--- src/pst_pkg.sv ---
// Shared constants, register map and helpers of the packet self test engine.
package pst_pkg;

  // ==========================================================================
  // Register map
  // ==========================================================================
  localparam logic [4:0] REG_BASIC_CTRL = 5'h00;
  localparam logic [4:0] REG_COUNT_VIEW = 5'h18;
  localparam logic [4:0] REG_CFG_ONE = 5'h19;
  localparam logic [4:0] REG_CFG_TWO = 5'h1a;

  // Basic control register fields.
  localparam int BC_LOOPBACK = 14;
  localparam logic BC_LOOPBACK_RESET = 1'b0;

  // First configuration register fields.
  localparam int C1_CNT_TYPE = 15;
  localparam int C1_CNT_CLEAR = 14;
  localparam int C1_LEN_LONG = 13;
  localparam int C1_GAP_LONG = 12;
  localparam int C1_TX_ENABLE = 11;
  localparam int C1_PRBS_SEL = 10;
  localparam int C1_PATTERN_LSB = 0;
  localparam int C1_PATTERN_W = 8;
  localparam logic [15:0] C1_RESET = 16'h0000;

  // Second configuration register fields.
  localparam int C2_CNT_ENABLE = 15;
  localparam int C2_CNT_UPPER = 14;
  localparam int C2_COUNT_LSB = 11;
  localparam int C2_COUNT_W = 3;
  localparam logic [15:0] C2_RESET = 16'h0000;

  localparam logic [31:0] COUNTER_RESET = 32'h0000_0000;

  // ==========================================================================
  // Frame timing
  // ==========================================================================
  localparam logic [10:0] LEN_SHORT_BYTES = 11'd60;
  localparam logic [10:0] LEN_LONG_BYTES = 11'd1514;
  // Gaps are counted in byte clocks of the gigabit data clock.
  localparam int LINK_PERIOD_PS = 8000;
  localparam int GAP_LONG_PS = 9600000;
  localparam int GAP_SHORT_PS = 96000;
  localparam int GAP_LONG_CYC = (GAP_LONG_PS + LINK_PERIOD_PS - 1) / LINK_PERIOD_PS;
  localparam int GAP_SHORT_CYC = (GAP_SHORT_PS + LINK_PERIOD_PS - 1) / LINK_PERIOD_PS;
  localparam logic [10:0] GAP_LONG_CNT = GAP_LONG_CYC[10:0];
  localparam logic [10:0] GAP_SHORT_CNT = GAP_SHORT_CYC[10:0];

  localparam logic [8:0] PRBS_SEED = 9'h1ff;

  // Frame count per code; zero means run until software stops it.
  function automatic logic [23:0] frameTarget(input logic [2:0] code);
    logic [23:0] t;
    t = 24'h000000;
    unique case (code)
      3'h0: t = 24'd0;
      3'h1: t = 24'd1;
      3'h2: t = 24'd10;
      3'h3: t = 24'd100;
      3'h4: t = 24'd1000;
      3'h5: t = 24'd10000;
      3'h6: t = 24'd100000;
      3'h7: t = 24'd10000000;
    endcase
    return t;
  endfunction

  // Eight steps of x^9 + x^5 + 1; returns {byte, next state}, first bit in the msb.
  function automatic logic [16:0] prbsByte(input logic [8:0] seed);
    logic [8:0] s;
    logic [7:0] b;
    logic fb;
    s = seed;
    b = 8'h00;
    for (int i = 0; i < 8; i++)
    begin
      fb = s[8] ^ s[4];
      s = {s[7:0], fb};
      b = {b[6:0], fb};
    end
    return {b, s};
  endfunction

endpackage

--- src/pst_gen_if.sv ---
// Control and data bundle between the register side and the frame generator.
`timescale 1ns/1ps
interface pst_gen_if;
  logic run;
  logic lenLong;
  logic gapLong;
  logic prbsSel;
  logic [7:0] pattern;
  logic [2:0] countCode;
  logic doneToggle;
  logic busy;
  logic [7:0] txData;
  logic txValid;

  modport ctrl (
    output run,
    output lenLong,
    output gapLong,
    output prbsSel,
    output pattern,
    output countCode,
    input doneToggle,
    input busy,
    input txData,
    input txValid
  );

  modport gen (
    input run,
    input lenLong,
    input gapLong,
    input prbsSel,
    input pattern,
    input countCode,
    output doneToggle,
    output busy,
    output txData,
    output txValid
  );
endinterface

--- src/pst_frame_gen.sv ---
// Test frame generator running on the link data clock.
`timescale 1ns/1ps
module pst_frame_gen (
  input wire logic linkClk,
  input wire logic nrst,
  pst_gen_if.gen genPort
);

  typedef enum logic [1:0] {GEN_IDLE, GEN_DATA, GEN_GAP, GEN_DONE} pst_gen_state_t;

  pst_gen_state_t state_q;
  logic [10:0] byteCnt_q;
  logic [10:0] gapCnt_q;
  logic [23:0] sentCnt_q;
  logic [23:0] target_q;
  logic [10:0] lastByte_q;
  logic [10:0] lastGap_q;
  logic prbs_q;
  logic [7:0] pattern_q;
  logic [8:0] lfsr_q;
  logic [16:0] prbsNext;
  logic [7:0] nextByte;

  assign prbsNext = pst_pkg::prbsByte(lfsr_q);
  assign nextByte = prbs_q ? prbsNext[16:9] : pattern_q;

  // ==========================================================================
  // Sequencer
  // ==========================================================================
  // Settings are latched at the start of a run, so a change while running
  // cannot tear a frame.
  always_ff @(posedge linkClk or negedge nrst)
  begin
    if (!nrst)
    begin
      state_q <= GEN_IDLE;
      byteCnt_q <= 11'd0;
      gapCnt_q <= 11'd0;
      sentCnt_q <= 24'd0;
      target_q <= 24'd0;
      lastByte_q <= 11'd0;
      lastGap_q <= 11'd0;
      prbs_q <= 1'b0;
      pattern_q <= 8'h00;
      genPort.doneToggle <= 1'b0;
    end
    else
    begin
      unique case (state_q)
        GEN_IDLE:
        begin
          if (genPort.run)
          begin
            state_q <= GEN_DATA;
            byteCnt_q <= 11'd0;
            sentCnt_q <= 24'd0;
            target_q <= pst_pkg::frameTarget(genPort.countCode);
            lastByte_q <= (genPort.lenLong ? pst_pkg::LEN_LONG_BYTES
                                           : pst_pkg::LEN_SHORT_BYTES) - 11'd1;
            lastGap_q <= (genPort.gapLong ? pst_pkg::GAP_LONG_CNT
                                          : pst_pkg::GAP_SHORT_CNT) - 11'd1;
            prbs_q <= genPort.prbsSel;
            pattern_q <= genPort.pattern;
          end
        end
        GEN_DATA:
        begin
          byteCnt_q <= byteCnt_q + 11'd1;
          if (byteCnt_q == lastByte_q)
          begin
            state_q <= GEN_GAP;
            gapCnt_q <= 11'd0;
            sentCnt_q <= sentCnt_q + 24'd1;
          end
        end
        GEN_GAP:
        begin
          gapCnt_q <= gapCnt_q + 11'd1;
          if (gapCnt_q == lastGap_q)
          begin
            if (target_q != 24'd0 && sentCnt_q == target_q)
            begin
              state_q <= GEN_DONE;
              genPort.doneToggle <= ~genPort.doneToggle;
            end
            else if (genPort.run)
            begin
              state_q <= GEN_DATA;
              byteCnt_q <= 11'd0;
            end
            else
            begin
              state_q <= GEN_IDLE;
            end
          end
        end
        GEN_DONE:
        begin
          if (!genPort.run)
          begin
            state_q <= GEN_IDLE;
          end
        end
      endcase
    end
  end

  // ==========================================================================
  // Payload
  // ==========================================================================
  always_ff @(posedge linkClk or negedge nrst)
  begin
    if (!nrst)
    begin
      lfsr_q <= pst_pkg::PRBS_SEED;
      genPort.txData <= 8'h00;
      genPort.txValid <= 1'b0;
      genPort.busy <= 1'b0;
    end
    else
    begin
      genPort.busy <= (state_q != GEN_IDLE) || genPort.run;
      genPort.txValid <= (state_q == GEN_DATA);
      genPort.txData <= (state_q == GEN_DATA) ? nextByte : 8'h00;
      if (state_q == GEN_DATA && prbs_q)
      begin
        lfsr_q <= prbsNext[8:0];
      end
    end
  end

endmodule

--- src/flat_wrapper.sv ---
// flat-port wrapper written by rule: the top's interface ports become plain ports
module pst_frame_gen_flat 
  (linkClk, nrst, genPort_run, genPort_lenLong, genPort_gapLong, genPort_prbsSel, genPort_pattern, genPort_countCode, genPort_doneToggle, genPort_busy, genPort_txData, genPort_txValid);
  pst_gen_if genPort_i ();
  input wire logic linkClk;
  input wire logic nrst;
  input wire logic [$bits(genPort_i.run)-1:0] genPort_run;
  input wire logic [$bits(genPort_i.lenLong)-1:0] genPort_lenLong;
  input wire logic [$bits(genPort_i.gapLong)-1:0] genPort_gapLong;
  input wire logic [$bits(genPort_i.prbsSel)-1:0] genPort_prbsSel;
  input wire logic [$bits(genPort_i.pattern)-1:0] genPort_pattern;
  input wire logic [$bits(genPort_i.countCode)-1:0] genPort_countCode;
  output wire logic [$bits(genPort_i.doneToggle)-1:0] genPort_doneToggle;
  output wire logic [$bits(genPort_i.busy)-1:0] genPort_busy;
  output wire logic [$bits(genPort_i.txData)-1:0] genPort_txData;
  output wire logic [$bits(genPort_i.txValid)-1:0] genPort_txValid;
  assign genPort_i.run = genPort_run;
  assign genPort_i.lenLong = genPort_lenLong;
  assign genPort_i.gapLong = genPort_gapLong;
  assign genPort_i.prbsSel = genPort_prbsSel;
  assign genPort_i.pattern = genPort_pattern;
  assign genPort_i.countCode = genPort_countCode;
  assign genPort_doneToggle = genPort_i.doneToggle;
  assign genPort_busy = genPort_i.busy;
  assign genPort_txData = genPort_i.txData;
  assign genPort_txValid = genPort_i.txValid;
  pst_frame_gen u_core (.linkClk(linkClk), .nrst(nrst), .genPort(genPort_i));
endmodule
--- config.mk ---
export PLATFORM = sky130hd
export DESIGN_NAME = pst_frame_gen_flat
export DESIGN_NICKNAME = d
export VERILOG_FILES = /design/src/pst_pkg.sv /design/src/pst_gen_if.sv /design/src/pst_frame_gen.sv /design/src/flat_wrapper.sv
export SDC_FILE = /design/constraint.sdc
export NUM_CORES = 1
export LEC_CHECK = 0
export BUFFER_PORTS_ARGS = -buffer_cell sky130_fd_sc_hd__buf_2
export CORE_MARGIN = 2
export CORE_UTILIZATION = 41
export DETAILED_ROUTE_END_ITERATION = 16
export PLACE_DENSITY = 0.68
export SKIP_LAST_GASP = 1
export SLEW_MARGIN = 20
export SYNTH_ARGS = -nofsm -noshare
export SYNTH_HDL_FRONTEND = slang
export SYNTH_SLANG_ARGS = --single-unit
--- constraint.sdc ---
create_clock -name linkClk -period 6.3 [get_ports linkClk]
set_clock_uncertainty 0.05 [all_clocks]
set_input_delay 0.315 -clock linkClk [delete_from_list [all_inputs] [get_ports linkClk]]
set_output_delay 0.315 -clock linkClk [all_outputs]
set_load 0.05 [all_outputs]
Word level (Yosys, flattened, before mapping)
Memories as Yosys holds them, arrays and structs flattened. A register that Yosys moved wholly into a read port is not among the register bits.
Cells that the tools add are included.

storage, ports and cells
  bits in registers = 123
  memory bits (read-only) = 144
  memories = 1
  logic and storage cells = 76

memories
  name             depth  width  read ports  clocked after Yosys merged registers in  write ports  RTL line       RTL
  (no name shown)  8      18     1           1                                        0            pst_pkg.sv:56  unique case (code)

operators by class
  reductions and logical operators = 16
  equality and inequality tests = 11
  mux-type cells = 20
  add/subtract/negate cells = 5
  bitwise logic cells = 9

operators with widths
  operator                 count
  $mux W11                 6
  $mux W24                 2
  $pmux W24 S2             1
  $pmux W11 S3             1
  $add A24 B1 Y24 const B  1
  $eq A24 B24 Y1           1
  $reduce_bool A24 Y1      1
  $add A11 B1 Y11 const B  2
  $eq A11 B11 Y1           2
  $pmux W11 S2             1
  $sub A11 B1 Y11 const B  2
  $mux W8                  2
  $mux W2                  5
  $reduce_and A3 Y1        3
  $pmux W2 S4              1
  $xor A1 B1 Y1            8
  $ne A2 B2 Y1 const B     3
  $reduce_bool A2 Y1       3
  $eq A2 B2 Y1 const B     2
  $ne A2 B1 Y1 const B     2
  $reduce_and A2 Y1        2
  $reduce_and A4 Y1        1
  $reduce_bool A3 Y1       1
  $eq A2 B1 Y1 const B     1
  other kinds (6)          7

Depth between registers and ports, before layout
  depth in word-level cells = 5
  mapped depth = 8

Worst setup path after synthesis
OpenSTA, ideal clock, no wires.

  path type = reg2reg
  start = register u_core.byteCnt_q[0]
  end = register u_core.sentCnt_q[21]
  arrival = 1,972 ps
  clock period less this slack = 2,100 ps
  cell stages (with the launch flop) = 6
  slack = 4,200 ps
  path through = dfrtp_1 or4_4 a21boi_2 nand4_2 or4_1 a21oi_1

on the way
  cells in the longest elaborated chain, start to end = 3

ends and longest elaborated chain
  item                                RTL line             RTL
  start: declaration                  pst_frame_gen.sv:12  logic [10:0] byteCnt_q;
  start signal: assignment            pst_frame_gen.sv:68  byteCnt_q <= byteCnt_q + 11'd1;
  $eq A11 B11 Y1                      pst_frame_gen.sv:69  if (byteCnt_q == lastByte_q)
  $ne A2 B1 Y1 (no source line)       -
  $reduce_and A3 Y1 (no source line)  -
  end signal: assignment              pst_frame_gen.sv:73  sentCnt_q <= sentCnt_q + 24'd1;
  end: declaration                    pst_frame_gen.sv:14  logic [23:0] sentCnt_q;

No other way between the ends.
A chain may end at the register's enable or synchronous reset.

Final worst setup path
  start = register u_core.state_q[0]
  end = register u_core.byteCnt_q[0]

on the way
  cells in the longest elaborated chain, start to end = 3

ends and longest elaborated chain
  item                                                   RTL line             RTL
  start: declaration                                     pst_frame_gen.sv:11  pst_gen_state_t state_q;
  start signal: assignment                               pst_frame_gen.sv:36  state_q <= GEN_IDLE;
  start signal: assignment                               pst_frame_gen.sv:54  state_q <= GEN_DATA;
  start signal: assignment                               pst_frame_gen.sv:71  state_q <= GEN_GAP;
  $eq A2 B2 Y1 (tied with other cells)                   pst_frame_gen.sv:49  unique case (state_q)
  $ne A2 B1 Y1 (no source line) (tied with other cells)  -
  $reduce_and A3 Y1 (no source line)                     -

Several ways; a longest one is shown, not always the timed one.

==> results.json <==
{
  "status": "finished, final reports clean",
  "final_area_sq_um": 5298,
  "power_density_nw_per_um2": 423.5,
  "cts_setup_buffers": 0,
  "avgSynthCellArea_sq_um": 9.350,
  "area_growth_pct": 11.10,
  "ys.flop_type": "dfrtp_1",
  "post-route-util": 0.4659,
  "crit_required_ns": 6.51,
  "cellLeakagePower_nw": 2.213,
  "die_width_um": 111.8,
  "fin_hold_ws_ns": 0.1060,
  "hpwl_um": 7156,
  "clock_path_buffers": 2,
  "post-route-worst-setup-slack_ns": 3.689,
  "ys_seq_area_frac": 0.5009,
  "cts_max_level": 3,
  "grt_usage": 0.1759,
  "dpl.cell_count": 660,
  "cts_inserted_buffers": 9,
  "cp_slowest_cell": "or4_4",
  "p_clk_frac": 0.230,
  "slew_headroom": 0.3206,
  "pre_cts_slack_ns": 3.699,
  "critPathBufInv": 0,
  "max_freq_mhz": 383.0,
  "grt_max_degree": 68,
  "path_delay_family": "simple AND/OR/NAND/NOR gates",
  "finalPower_mw": 2.244,
  "path_max_fanout": 11,
  "clk_pin_slew_worst_paths_ns": 0.07,
  "port_buffers": 27,
  "drt-initial-drc-count": 276,
  "cp_slowest_stage_delay_ns": 0.57,
  "ys_warn_count": 0,
  "power.switching_mw": 0.8668,
  "gp_congestion": 0.8332,
  "cp-start-kind": "flip-flop",
  "vdd_ir_drop_max_v": 0.0002085,
  "rows": 39,
  "die_y_um": 111.8,
  "cap_violations": 0,
  "wl_met1_um": 5185,
  "wl_um": 10590,
  "p_int_mw": 1.377,
  "synthesis.area_sq_um": 4768,
  "p_comb_frac": 0.288,
  "tightestPinTransition_ns": 1.011,
  "cts_tree": "done",
  "grt_overflow": 0,
  "antenna_cells": 0,
  "netSwitchingFraction": 0.3863,
  "drt_pass1_iterations": 4,
  "drv_slew": 0,
  "hold_violations": 0,
  "clk_latency_ns": 0.35,
  "grt_pass1_wl_um": 18070,
  "routed_via_density": 5.657,
  "die_area_sq_um": 12510,
  "yosys_register_bits": 95,
  "core_sq_um": 11370,
  "grt_pass1_vias": 3814,
  "synth-edff-count": 0,
  "fin_tns_setup_ns": 0,
  "synthTopCellsByArea": "dfrtp_1, nand2_1, dfstp_2",
  "synth_area_leader_cell": "dfrtp_1",
  "cp.arrival_ns": 2.82,
  "fillers": 1051,
  "rsz0062_at_grt": "no",
  "syn-num-nets": 530,
  "drive_gt1_frac": 0.1255,
  "nNetsFinal": 549,
  "critical_path_class": "flip-flop to flip-flop",
  "clock_sinks": 95,
  "ys_types": 52,
  "power_frac_seq": 0.482,
  "post-route-drc-count": 0,
  "dr_wl_met3_um": 382,
  "dr_wl_met2_um": 4895,
  "worstHoldPathType": "primary input to flip-flop",
  "place_area_sq_um": 5011,
  "antenna_left": 0,
  "cp_cell_sequence": "nand2b_1 > or4_4 > nor4_4 > nand2_2 > a31oi_1",
  "wl_per_cell_um": 15.65,
  "cts-root-buf": "clkbuf_16",
  "highest_layer": "met4",
  "ios": 28,
  "synthCells": 510,
  "setup_viol": 0,
  "min_period_ns": 2.611,
  "cts_resized": 0,
  "async_flop_share": 1.000,
  "finalCritPeriodShare": 0.4145,
  "synth_top_cell_area_share": 0.4513,
  "instances_no_fill": 677,
  "critical_path.endpoint_type": "flip-flop",
  "grt_antenna_before_repair": 0,
  "initial_core_util": 0.4194,
  "dr_total_vias": 3830
}
synthesized netlist by cell type (5+ instances only):
cell type,instances
nand4_1,17
xnor2_1,26
o21a_1,6
nand2_1,92
and4_1,5
inv_1,10
nor4_1,7
a211oi_1,5
and3_1,9
a31oi_1,12
o21ai_0,43
o211ai_1,8
a21oi_1,23
nor2_1,26
nand3_1,24
or4_1,9
o31ai_1,8
clkbuf_1,14
dfrtp_1,86
or3_1,12
dfstp_2,9
cells in the final DEF, fill, tap and decap left out, types with 3 or more instances in the layout:
cell | netlist | routed
a211oi_1 | 5 | 5
a21oi_1 | 23 | 23
a31oi_1 | 12 | 12
and2_1 | 4 | 4
and3_1 | 9 | 9
and4_1 | 5 | 5
buf_2 | 4 | 26
buf_4 | 1 | 4
clkbuf_16 | 0 | 9
dfrtp_1 | 86 | 86
dfstp_2 | 9 | 9
ha_1 | 3 | 3
inv_1 | 10 | 10
mux2_2 | 4 | 4
mux2i_1 | 3 | 3
nand2_1 | 92 | 92
nand2b_1 | 3 | 3
nand3_1 | 24 | 24
nand4_1 | 17 | 17
nor2_1 | 26 | 26
nor2b_1 | 3 | 3
nor3_1 | 4 | 4
nor4_1 | 7 | 7
o211ai_1 | 8 | 8
o21a_1 | 6 | 6
o21ai_0 | 43 | 43
o31ai_1 | 8 | 8
or3_1 | 12 | 12
or4_1 | 9 | 9
xnor2_1 | 26 | 26
xor2_1 | 3 | 3
logic make-up (layout without fill, tap and decap cells):
group,after synthesis,in the layout,share of synthesized area
adder cells (fa/ha/maj),3,3,0.007873
flip-flops,95,95,0.5009
AO/OA/AOI/OAI,120,120,0.1564
multiplexers,7,7,0.01574
AND/OR/NAND/NOR,223,223,0.2377
XOR/XNOR,29,29,0.05327
buffers and inverters,33,57,0.02808
worst min-delay path, delay by kind of cell:
family / cells / cell delay, ns
buffers and inverters: 1 / 0.07
AND/OR/NAND/NOR: 2 / 0.09
power groups by stage:
| stage | Combinational (mW) | Clock [mW] | Sequential, mW |
|---|---|---|---|
| 6_report | 0.645 | 0.516 | 1.08 |
| 5_1_grt | 0.730 | 0.551 | 1.12 |
| 4_1_cts | 0.650 | 0.526 | 1.08 |
| 3_5_place_dp | 0.646 | 0 | 1.09 |
| 3_3_place_gp | 0.627 | 0 | 1.08 |
| 2_1_floorplan | 0.469 | 0 | 1.08 |
cell type report:
cell class / count / area [sq um] / area share
clock buffers: 12 / 246.5 / 0.04653
clock inverters: 4 / 30.03 / 0.005668
inverters: 10 / 37.54 / 0.007085
multi-input cells: 382 / 2246 / 0.4239
flip-flops and latches: 95 / 2389 / 0.4509
well taps: 143 / 178.9 / 0.03377
repair buffers: 31 / 170.2 / 0.03212
metal layers:
| layer | up-vias | track usage |
|---|---|---|
| met5 | - | 0 |
| met4 | 0 | 0.06667 |
| met3 | 11 | 0.03702 |
| met2 | 74 | 0.2707 |
| met1 | 1865 | 0.2455 |
| li1 | 1880 | - |
path summary, 6_finish.rpt:
kind | endpoint | slack, ns | from | cells after the start
max | u_core.byteCnt_q[0]$_DFFE_PN0P_ | 3.69 | u_core.state_q[0]$_DFFE_PN0P_ | 5
max in group asynchronous | u_core.sentCnt_q[15]$_DFFE_PN0P_ | 4.64 | nrst | 3
max reg2reg | u_core.byteCnt_q[0]$_DFFE_PN0P_ | 3.69 | u_core.state_q[0]$_DFFE_PN0P_ | 5
min | u_core.pattern_q[0]$_DFFE_PN0P_ | 0.11 | genPort_pattern[0] | 3
min reg2reg | u_core.genPort.doneToggle$_DFFE_PN0P_ | 0.42 | u_core.genPort.doneToggle$_DFFE_PN0P_ | 1
min in group asynchronous | u_core.gapCnt_q[1]$_DFFE_PN0P_ | 0.38 | nrst | 2
sequential cells by signal, indices dropped and copies added (netlist names), 2 cells and up:
| signal | count |
|---|---|
| u_core.sentCnt_q | 24 |
| u_core.genPort.txData | 8 |
| u_core.target_q | 14 |
| u_core.byteCnt_q | 11 |
| u_core.lfsr_q | 9 |
| u_core.lastByte_q | 2 |
| u_core.pattern_q | 8 |
| u_core.gapCnt_q | 11 |
| u_core.lastGap_q | 2 |
| u_core.state_q | 2 |
timing repair:
action / CTS / global route
hold endpoints to repair: 28 / 0
endpoints found under the setup margin: 0 / 0
hold buffers: 1 / 0
(Power assumes the default switching activity.)
